[src/design/drit_defines.vh]
/*
  Constants of the DRAM refresh interval timer: register byte offsets,
  field positions, reset values and prescaler tap positions.
  Assumes inclusion by bare name from the design files.
*/
`ifndef DRIT_DEFINES_VH
`define DRIT_DEFINES_VH

// ----------------------------------------------------------------------
// Register byte offsets and the word index of the last register
// ----------------------------------------------------------------------
`define DRIT_OFS_COUNTER   8'h00
`define DRIT_OFS_COMPARE   8'h04
`define DRIT_OFS_CONTROL   8'h08
`define DRIT_OFS_STATUS    8'h0C
`define DRIT_OFS_MASK      8'h10
`define DRIT_LAST_INDEX    6'h04

// ----------------------------------------------------------------------
// Field positions
// ----------------------------------------------------------------------
`define DRIT_CTL_SEL_LSB   0
`define DRIT_CTL_SEL_MSB   2
`define DRIT_CTL_RFSH_BIT  3
`define DRIT_STAT_MATCH    0

// ----------------------------------------------------------------------
// Reset values
// ----------------------------------------------------------------------
`define DRIT_RST_COUNTER   8'h00
`define DRIT_RST_COMPARE   8'hFF
`define DRIT_RST_SEL       3'h0

// ----------------------------------------------------------------------
// Prescaler taps: divide by 2 to the tap plus one
// ----------------------------------------------------------------------
`define DRIT_TAP_1         4'h0
`define DRIT_TAP_2         4'h2
`define DRIT_TAP_3         4'h4
`define DRIT_TAP_4         4'h6
`define DRIT_TAP_5         4'h8
`define DRIT_TAP_6         4'hA
`define DRIT_TAP_7         4'hB

// ----------------------------------------------------------------------
// Bus responses
// ----------------------------------------------------------------------
`define DRIT_RESP_OKAY     2'h0
`define DRIT_RESP_SLVERR   2'h2

`endif

[src/design/drit_prescaler.v]
/*
  Prescaler of the refresh timer: a free divider whose selected tap
  yields a one-cycle count tick.
  Assumes aclk, synchronous active-low reset and a clock enable.
*/
`timescale 1ns/1ps
`include "drit_defines.vh"

module drit_prescaler (
  // Clock and reset
  input  wire       aclk,
  input  wire       aresetn,
  input  wire       ce,
  // Control
  input  wire       run,
  input  wire [2:0] select,
  // Tick
  output wire       tick
);

  reg  [11:0] div;
  reg  [3:0]  tap;
  wire [11:0] next_div;

  assign next_div = div + 12'h001;

  always @(posedge aclk) begin
    if (!aresetn) begin
      div <= 12'h000;
    end else if (ce) begin
      if (run) begin
        div <= next_div;
      end
    end
  end

  always @* begin
    case (select)
      3'h1:    tap = `DRIT_TAP_1;
      3'h2:    tap = `DRIT_TAP_2;
      3'h3:    tap = `DRIT_TAP_3;
      3'h4:    tap = `DRIT_TAP_4;
      3'h5:    tap = `DRIT_TAP_5;
      3'h6:    tap = `DRIT_TAP_6;
      default: tap = `DRIT_TAP_7;
    endcase
  end

  // A tick marks the selected bit about to fall, so the tick rate is
  // the divided clock rate and select zero stops counting.
  assign tick = ce & run & (select != 3'h0) & div[tap] & ~next_div[tap];

endmodule // drit_prescaler

[src/design/drit_axil_slave.v]
/*
  AXI4-Lite slave front end of the refresh timer. Turns bus traffic
  into a write strobe and a read address, and answers unmapped or
  misaligned addresses with SLVERR.
  Assumes one clock, synchronous active-low reset, a clock enable,
  and read data from the owner decoded combinationally from rd_addr.
*/
`timescale 1ns/1ps
`include "drit_defines.vh"

module drit_axil_slave (
  // Clock and reset
  input  wire       aclk,
  input  wire       aresetn,
  input  wire       ce,
  // Write address and data
  input  wire [7:0] s_axi_awaddr,
  input  wire       s_axi_awvalid,
  output reg        s_axi_awready,
  input  wire [31:0] s_axi_wdata,
  input  wire [3:0] s_axi_wstrb,
  input  wire       s_axi_wvalid,
  output reg        s_axi_wready,
  // Write response
  output reg  [1:0] s_axi_bresp,
  output reg        s_axi_bvalid,
  input  wire       s_axi_bready,
  // Read
  input  wire [7:0] s_axi_araddr,
  input  wire       s_axi_arvalid,
  output reg        s_axi_arready,
  output reg  [31:0] s_axi_rdata,
  output reg  [1:0] s_axi_rresp,
  output reg        s_axi_rvalid,
  input  wire       s_axi_rready,
  // Register side
  output wire       wr_en,
  output reg  [7:0] wr_addr,
  output reg  [7:0] wr_data,
  output reg        wr_lane0,
  output wire [7:0] rd_addr,
  input  wire [7:0] rd_data
);

  wire wr_fire;
  wire wr_ok;
  wire rd_ok;

  assign wr_ok   = (wr_addr[1:0] == 2'h0) &&
                   (wr_addr[7:2] <= `DRIT_LAST_INDEX);
  assign rd_ok   = (s_axi_araddr[1:0] == 2'h0) &&
                   (s_axi_araddr[7:2] <= `DRIT_LAST_INDEX);
  assign rd_addr = s_axi_araddr;

  // Both halves held and no answer pending.
  assign wr_fire = ~s_axi_awready & ~s_axi_wready & ~s_axi_bvalid;
  assign wr_en   = ce & wr_fire & wr_ok;

  // ----------------------------------------------------------------------
  // Write channels
  // ----------------------------------------------------------------------
  always @(posedge aclk) begin
    if (!aresetn) begin
      s_axi_awready <= 1'b1;
      s_axi_wready  <= 1'b1;
      s_axi_bvalid  <= 1'b0;
      s_axi_bresp   <= `DRIT_RESP_OKAY;
      wr_addr       <= 8'h00;
      wr_data       <= 8'h00;
      wr_lane0      <= 1'b0;
    end else if (ce) begin
      if (s_axi_awvalid && s_axi_awready) begin
        s_axi_awready <= 1'b0;
        wr_addr       <= s_axi_awaddr;
      end
      if (s_axi_wvalid && s_axi_wready) begin
        s_axi_wready <= 1'b0;
        wr_data      <= s_axi_wdata[7:0];
        wr_lane0     <= s_axi_wstrb[0];
      end
      if (wr_fire) begin
        s_axi_bvalid <= 1'b1;
        s_axi_bresp  <= wr_ok ? `DRIT_RESP_OKAY : `DRIT_RESP_SLVERR;
      end
      if (s_axi_bvalid && s_axi_bready) begin
        s_axi_bvalid  <= 1'b0;
        s_axi_awready <= 1'b1;
        s_axi_wready  <= 1'b1;
      end
    end
  end

  // ----------------------------------------------------------------------
  // Read channels
  // ----------------------------------------------------------------------
  always @(posedge aclk) begin
    if (!aresetn) begin
      s_axi_arready <= 1'b1;
      s_axi_rvalid  <= 1'b0;
      s_axi_rdata   <= 32'h00000000;
      s_axi_rresp   <= `DRIT_RESP_OKAY;
    end else if (ce) begin
      if (s_axi_arvalid && s_axi_arready) begin
        s_axi_arready <= 1'b0;
        s_axi_rvalid  <= 1'b1;
        s_axi_rdata   <= {24'h000000, rd_ok ? rd_data : 8'h00};
        s_axi_rresp   <= rd_ok ? `DRIT_RESP_OKAY : `DRIT_RESP_SLVERR;
      end
      if (s_axi_rvalid && s_axi_rready) begin
        s_axi_rvalid  <= 1'b0;
        s_axi_arready <= 1'b1;
      end
    end
  end

endmodule // drit_axil_slave

[src/design/drit_timer.v]
/*
  DRAM refresh interval timer: 8-bit up-counter on a prescaled tick,
  compared with an 8-bit compare value; a match sets a sticky flag,
  clears the counter, requests a refresh cycle and may interrupt.
  Assumes an AXI4-Lite master, standby pins from another clock domain
  and refresh cycle logic on aclk answering with refresh_ack.
*/
// Function
// RL1: Refresh counter is an 8-bit up-counter, readable and writable anytime.
// RL2: Counter advances on prescaled tick chosen by three-bit select field.
// RL3: Counter equal to compare value sets match flag and clears counter.
// RL4: Match with refresh enable set starts a DRAM refresh cycle.
// RL5: Match with interrupt enable set also raises compare-match interrupt.
// RL6: Counter zeroed by power-on reset, hardware standby; kept otherwise.
// RL7: Compare register is 8-bit read/write and sets match period.
// RL8: Compare register all ones after power-on reset, hardware standby.
// RL9: Match flag stays set until software clears it.
`timescale 1ns/1ps
`include "drit_defines.vh"

module drit_timer (
  // Clock, reset and clock enable
  input  wire        aclk,
  input  wire        aresetn,
  input  wire        ce,
  // Standby pins
  input  wire        hw_standby,
  input  wire        sw_standby,
  // AXI4-Lite write
  input  wire [7:0]  s_axi_awaddr,
  input  wire        s_axi_awvalid,
  output wire        s_axi_awready,
  input  wire [31:0] s_axi_wdata,
  input  wire [3:0]  s_axi_wstrb,
  input  wire        s_axi_wvalid,
  output wire        s_axi_wready,
  output wire [1:0]  s_axi_bresp,
  output wire        s_axi_bvalid,
  input  wire        s_axi_bready,
  // AXI4-Lite read
  input  wire [7:0]  s_axi_araddr,
  input  wire        s_axi_arvalid,
  output wire        s_axi_arready,
  output wire [31:0] s_axi_rdata,
  output wire [1:0]  s_axi_rresp,
  output wire        s_axi_rvalid,
  input  wire        s_axi_rready,
  // Refresh cycle logic
  output reg         refresh_req,
  input  wire        refresh_ack,
  // Interrupt
  output reg         match_interrupt
);

  // ----------------------------------------------------------------------
  // Standby synchronisers
  // ----------------------------------------------------------------------
  reg  [1:0] hw_sync;
  reg  [1:0] sw_sync;
  wire       hw_stby;
  wire       sw_stby;

  always @(posedge aclk) begin
    if (!aresetn) begin
      hw_sync <= 2'h0;
      sw_sync <= 2'h0;
    end else if (ce) begin
      hw_sync <= {hw_sync[0], hw_standby};
      sw_sync <= {sw_sync[0], sw_standby};
    end
  end

  assign hw_stby = hw_sync[1];
  assign sw_stby = sw_sync[1];

  // ----------------------------------------------------------------------
  // Bus front end
  // ----------------------------------------------------------------------
  wire       wr_en;
  wire [7:0] wr_addr;
  wire [7:0] wr_data;
  wire       wr_lane0;
  wire [7:0] rd_addr;
  reg  [7:0] rd_data;
  wire       wr_byte;

  drit_axil_slave u_bus (
    .aclk          (aclk),
    .aresetn       (aresetn),
    .ce            (ce),
    .s_axi_awaddr  (s_axi_awaddr),
    .s_axi_awvalid (s_axi_awvalid),
    .s_axi_awready (s_axi_awready),
    .s_axi_wdata   (s_axi_wdata),
    .s_axi_wstrb   (s_axi_wstrb),
    .s_axi_wvalid  (s_axi_wvalid),
    .s_axi_wready  (s_axi_wready),
    .s_axi_bresp   (s_axi_bresp),
    .s_axi_bvalid  (s_axi_bvalid),
    .s_axi_bready  (s_axi_bready),
    .s_axi_araddr  (s_axi_araddr),
    .s_axi_arvalid (s_axi_arvalid),
    .s_axi_arready (s_axi_arready),
    .s_axi_rdata   (s_axi_rdata),
    .s_axi_rresp   (s_axi_rresp),
    .s_axi_rvalid  (s_axi_rvalid),
    .s_axi_rready  (s_axi_rready),
    .wr_en         (wr_en),
    .wr_addr       (wr_addr),
    .wr_data       (wr_data),
    .wr_lane0      (wr_lane0),
    .rd_addr       (rd_addr),
    .rd_data       (rd_data)
  );

  assign wr_byte = wr_en & wr_lane0;

  // ----------------------------------------------------------------------
  // Registers
  // ----------------------------------------------------------------------
  reg  [7:0] refresh_counter;
  reg  [7:0] refresh_compare_value;
  reg  [2:0] prescale_select_field;
  reg        refresh_enable_bit;
  reg        match_flag;
  reg        match_irq_enable;
  wire       tick;
  wire       match;
  wire       flag_clear;

  // Counting stops in software standby while the counter keeps its value.
  drit_prescaler u_presc (
    .aclk    (aclk),
    .aresetn (aresetn & ~hw_stby),
    .ce      (ce),
    .run     (~sw_stby),
    .select  (prescale_select_field),
    .tick    (tick)
  );

  // Equality is judged at the tick so one period is compare plus one
  // ticks and a compare of zero does not match on every clock.
  assign match      = tick & (refresh_counter == refresh_compare_value);
  assign flag_clear = wr_byte && (wr_addr == `DRIT_OFS_STATUS) &&
                      wr_data[`DRIT_STAT_MATCH];

  // Hardware standby initialises like power-on reset; no manual reset
  // input exists because it must leave these registers alone.
  always @(posedge aclk) begin
    if (!aresetn || hw_stby) begin
      refresh_counter       <= `DRIT_RST_COUNTER; // RL6
      refresh_compare_value <= `DRIT_RST_COMPARE; // RL8
      prescale_select_field <= `DRIT_RST_SEL;
      refresh_enable_bit    <= 1'b0;
      match_irq_enable      <= 1'b0;
      match_flag            <= 1'b0;
    end else if (ce) begin
      // A software write wins over the count in the same cycle.
      if (wr_byte && (wr_addr == `DRIT_OFS_COUNTER)) begin
        refresh_counter <= wr_data; // RL1
      end else if (match) begin
        refresh_counter <= 8'h00; // RL3
      end else if (tick) begin
        refresh_counter <= refresh_counter + 8'h01; // RL2
      end
      if (wr_byte && (wr_addr == `DRIT_OFS_COMPARE)) begin
        refresh_compare_value <= wr_data; // RL7
      end
      if (wr_byte && (wr_addr == `DRIT_OFS_CONTROL)) begin
        prescale_select_field <=
          wr_data[`DRIT_CTL_SEL_MSB:`DRIT_CTL_SEL_LSB]; // RL2
        refresh_enable_bit    <= wr_data[`DRIT_CTL_RFSH_BIT];
      end
      if (wr_byte && (wr_addr == `DRIT_OFS_MASK)) begin
        match_irq_enable <= wr_data[`DRIT_STAT_MATCH];
      end
      // A match in the clearing cycle keeps the flag set.
      if (match) begin
        match_flag <= 1'b1; // RL3
      end else if (flag_clear) begin
        match_flag <= 1'b0; // RL9
      end
    end
  end

  // ----------------------------------------------------------------------
  // Refresh request and interrupt
  // ----------------------------------------------------------------------
  always @(posedge aclk) begin
    if (!aresetn || hw_stby) begin
      refresh_req     <= 1'b0;
      match_interrupt <= 1'b0;
    end else if (ce) begin
      // Matches while a request waits merge into it.
      if (match && refresh_enable_bit) begin
        refresh_req <= 1'b1; // RL4
      end else if (refresh_ack) begin
        refresh_req <= 1'b0;
      end
      match_interrupt <= (match_flag | match) & match_irq_enable; // RL5
    end
  end

  // ----------------------------------------------------------------------
  // Read decode
  // ----------------------------------------------------------------------
  always @* begin
    case (rd_addr)
      `DRIT_OFS_COUNTER: rd_data = refresh_counter;
      `DRIT_OFS_COMPARE: rd_data = refresh_compare_value;
      `DRIT_OFS_CONTROL: rd_data = {4'h0, refresh_enable_bit,
                                    prescale_select_field};
      `DRIT_OFS_STATUS:  rd_data = {7'h00, match_flag};
      `DRIT_OFS_MASK:    rd_data = {7'h00, match_irq_enable};
      default:           rd_data = 8'h00;
    endcase
  end

endmodule // drit_timer

[config.mk]
export PLATFORM = sky130hd
export DESIGN_NAME = drit_timer
export DESIGN_NICKNAME = d
export VERILOG_FILES = /design/src/design/drit_prescaler.v /design/src/design/drit_axil_slave.v /design/src/design/drit_timer.v
export VERILOG_INCLUDE_DIRS = /design/src /design/src/design
export SDC_FILE = /design/constraint.sdc
export NUM_CORES = 1
export LEC_CHECK = 0
export BUFFER_PORTS_ARGS = -buffer_cell sky130_fd_sc_hd__buf_4
export CAP_MARGIN = 20
export CORE_UTILIZATION = 52
export CTS_CLUSTER_SIZE = 10
export DETAILED_ROUTE_END_ITERATION = 7
export GPL_ROUTABILITY_DRIVEN = 0
export PLACE_DENSITY = 0.8
export REMOVE_ABC_BUFFERS = 1
export SLEW_MARGIN = 20
export SYNTH_ARGS = -nofsm -noshare
export SYNTH_HDL_FRONTEND = slang
export SYNTH_SLANG_ARGS = --single-unit
[constraint.sdc]
create_clock -name aclk -period 2.85 [get_ports aclk]
set_input_delay 0.7125 -clock aclk [delete_from_list [all_inputs] [get_ports aclk]]
set_output_delay 0.7125 -clock aclk [all_outputs]
set_load 0.01 [all_outputs]
==> results.sh <==
export IMPL_status="completed"
export IMPL_tns_ns=0
export IMPL_avgViaCountPerCell=5.46
export IMPL_fin_nets=545
export IMPL_crit_type="reg -> reg"
export IMPL_fp_dieH_um=87.2
export IMPL_irDropWorstVdd_mv=0.427
export IMPL_synthCells=428
export IMPL_seqPwrFrac=0.456
export IMPL_ctsLongestPathBuffers=2
export IMPL_r2r_slack_ns=0.48
export IMPL_postRouteAntennaNets=0
export IMPL_async_reset_ff_frac=0
export IMPL_ff2ff_path_depth=7
export IMPL_fin_skew_ns=0.0103
export IMPL_p_total_mw=2.32
export IMPL_wirelength_mm=8.01
export IMPL_htree_num_levels=3
export IMPL_grt_ovfl_total=0
export IMPL_p_int_mw=1.79
export IMPL_post_cts_setup_buffer_count=0
export IMPL_cts_sinks=72
export IMPL_ys_flop_type="dfxtp_1"
export IMPL_clock_power_share=0.464
export IMPL_cts_buffers_inserted=9
export IMPL_rsz0062_at_grt="false"
export IMPL_critPathRequiredTime_ns=3.09
export IMPL_wl_per_cell_um=13.8
export IMPL_post_place_ws_ns=0.315
export IMPL_cts_tree="yes"
export IMPL_swShare=0.227
export IMPL_critPathMaxFanout=6
export IMPL_dieArea_um2=7600
export IMPL_place_area_um2=4170
export IMPL_maxSlewViolCount=0
export IMPL_endpoint="refresh_counter[2]"
export IMPL_power_density_nw_per_um2=523
export IMPL_p_comb_frac=0.081
export IMPL_dp_cells=565
export IMPL_crit_start="u_presc.div[0]"
export IMPL_ioPinCount=106
export IMPL_grt_use_total=0.222
export IMPL_cts_root_buf="clkbuf_8"
export IMPL_cp_end_kind="register"
export IMPL_final_layout_size_suffix_gt1_frac=0.186
export IMPL_min_path_cells=2
export IMPL_fin_cells=581
export IMPL_io_buffers=52
export IMPL_drc=0
export IMPL_row_count=30
export IMPL_worstMarginPinSlew_ns=0.720
export IMPL_synthesis_area_um2=3770
export IMPL_antenna_found_initial=0
export IMPL_holdBufCountCts=0
export IMPL_dpl_hpwl_mm=5.73
export IMPL_die_w_um=87.2
export IMPL_min_period_over_period=0.832
export IMPL_ctsResizeCount=0
export IMPL_r2r_start="u_presc.div[0]"
export IMPL_core_region_area_um2=6910
export IMPL_worstReg2RegEnd="refresh_counter[2]"
export IMPL_p_leak_nw=1.73
export IMPL_hold_viol_final=0
export IMPL_setup_viol=0
export IMPL_vias=3172
export IMPL_ys_seq_area_frac=0.382
export IMPL_grt_pass1_vias=2927
export IMPL_grt_max_degree=37
export IMPL_ys_ff_latch=72
export IMPL_fin_crit_ns=2.37
export IMPL_drt_initial_drc_count=167
export IMPL_synth_edf_count=0
export IMPL_clk_pin_slew_worst_paths_ns=0.08
export IMPL_firstDrtPassIters=4
export IMPL_fmax_mhz=422
export IMPL_setup_slack_ns=0.478
export IMPL_worst_setup_path_start_kind="register"
export IMPL_syn2layout_area_growth_pct=17.4
export IMPL_synthDistinctLibCells=60
export IMPL_clk_latency_ns=0.35
export IMPL_diodes=0
export IMPL_max_slew_margin=0.517
export IMPL_ys_warn_count=0
export IMPL_hp_class="reg -> reg"
export IMPL_final_area_um2=4430
export IMPL_p_switching_uw=526
export IMPL_critPathArrivalTime_ns=2.61
export IMPL_initial_core_util=0.547
export IMPL_grt_pass1_wl_mm=13.2
export IMPL_synth_avg_cell_area_um2=8.82
export IMPL_max_cap_violations=0
-- Yosys cell counts (all sizes together), types with 6 or more instances --
library cell	number	area, um2
nand3	18	90.1
dfxtp	72	1440
nor3	8	40.0
nand2	58	218
buf	33	231
and3	7	43.8
a21boi	9	67.6
o21ai	16	80.1
nor2	25	96.4
mux2i	33	330
inv	10	37.5
nor2b	21	131
nor4	6	73.8
clkbuf	11	41.3
nand4	12	109
xnor2	15	131
a21oi	7	35.0
-- sequential cells by signal, indices dropped and copies added, names as in the netlist, 2 cells and up --
signal / count
u_bus.wr_data: 8
u_bus.s_axi_rdata: 8
sw_sync: 2
refresh_counter: 8
hw_sync: 2
refresh_compare_value: 8
prescale_select_field: 3
u_presc.div: 12
u_bus.wr_addr: 8
-- critical path: stages (launching register included) --
cell	delay, ns
dfxtp_1	0.41
ha_1	0.27
nand4_2	0.21
o311ai_1	0.29
and4_1	0.27
nand3_1	0.21
a32o_1	0.33
a221o_1	0.29
-- logic make-up after synthesis --
family,Yosys count,synth area share
other,1,0.000993
muxes,34,0.0935
xor gates and xnor gates,19,0.0441
DFF,72,0.382
buffers and inverters,54,0.0822
and+or+nand+nor,177,0.259
adders and majority gates,2,0.00663
AOI/OAI and AO/OA,69,0.132
-- power by group through the flow --
stage               sequential [mW]  clock, mW  combinational, mW
floorplan                      1.08          0             0.0980
CTS                            1.06       1.09              0.187
detailed placement             1.08          0              0.186
global route                   1.06       1.14              0.207
finish                         1.06       1.07              0.187
global placement               1.08          0              0.181
-- layout make-up --
class,instances,area (um2)
clock buffers,10,128
multi-input cells,327,2120
repair buffers,60,450
flip-flops and latches,72,1440
fillers,587,2470
clock inverters,6,138
well taps,96,120
inverters,10,37.5
-- metrics by stage --
stage	hold WS [ns]	util
floorplan	0.449	-
global placement	0.451	0.603
detailed placement	0.463	0.603
CTS	0.476	0.642
global route	0.505	0.642
finish	0.478	0.642
-- cell usage in the layout, fill, tap and decap left out, drive strengths merged, types with 6 or more instances in the layout --
master   n
dfxtp   72
a21oi    7
nand2   58
buf     60
o21ai   16
nand3   18
inv     12
nor3     8
clkbuf  10
xnor2   15
nor4     6
a21boi   9
mux2i   33
nor2    25
nand4   12
conb    26
and3     7
nor2b   21
-- how the worst min path moves through the flow --
stage	startpoint	slack (ns)	end
finish	u_bus.s_axi_rvalid	0.48	u_bus.s_axi_rvalid
global route	u_bus.s_axi_rvalid	0.51	u_bus.s_axi_rvalid
CTS	u_bus.s_axi_rvalid	0.48	u_bus.s_axi_rvalid
detailed placement	u_bus.s_axi_rvalid	0.46	u_bus.s_axi_rvalid
global placement	u_bus.s_axi_rvalid	0.45	u_bus.s_axi_rvalid
floorplan	refresh_enable_bit	0.45	refresh_req
-- metal layers --
metal | wire length (um) | GRT usage
met5 | 0 | 0
met4 | 114 | 0.103
met3 | 232 | 0.0360
met2 | 4040 | 0.369
met1 | 3620 | 0.283
Power figures use the tool's default switching activity.
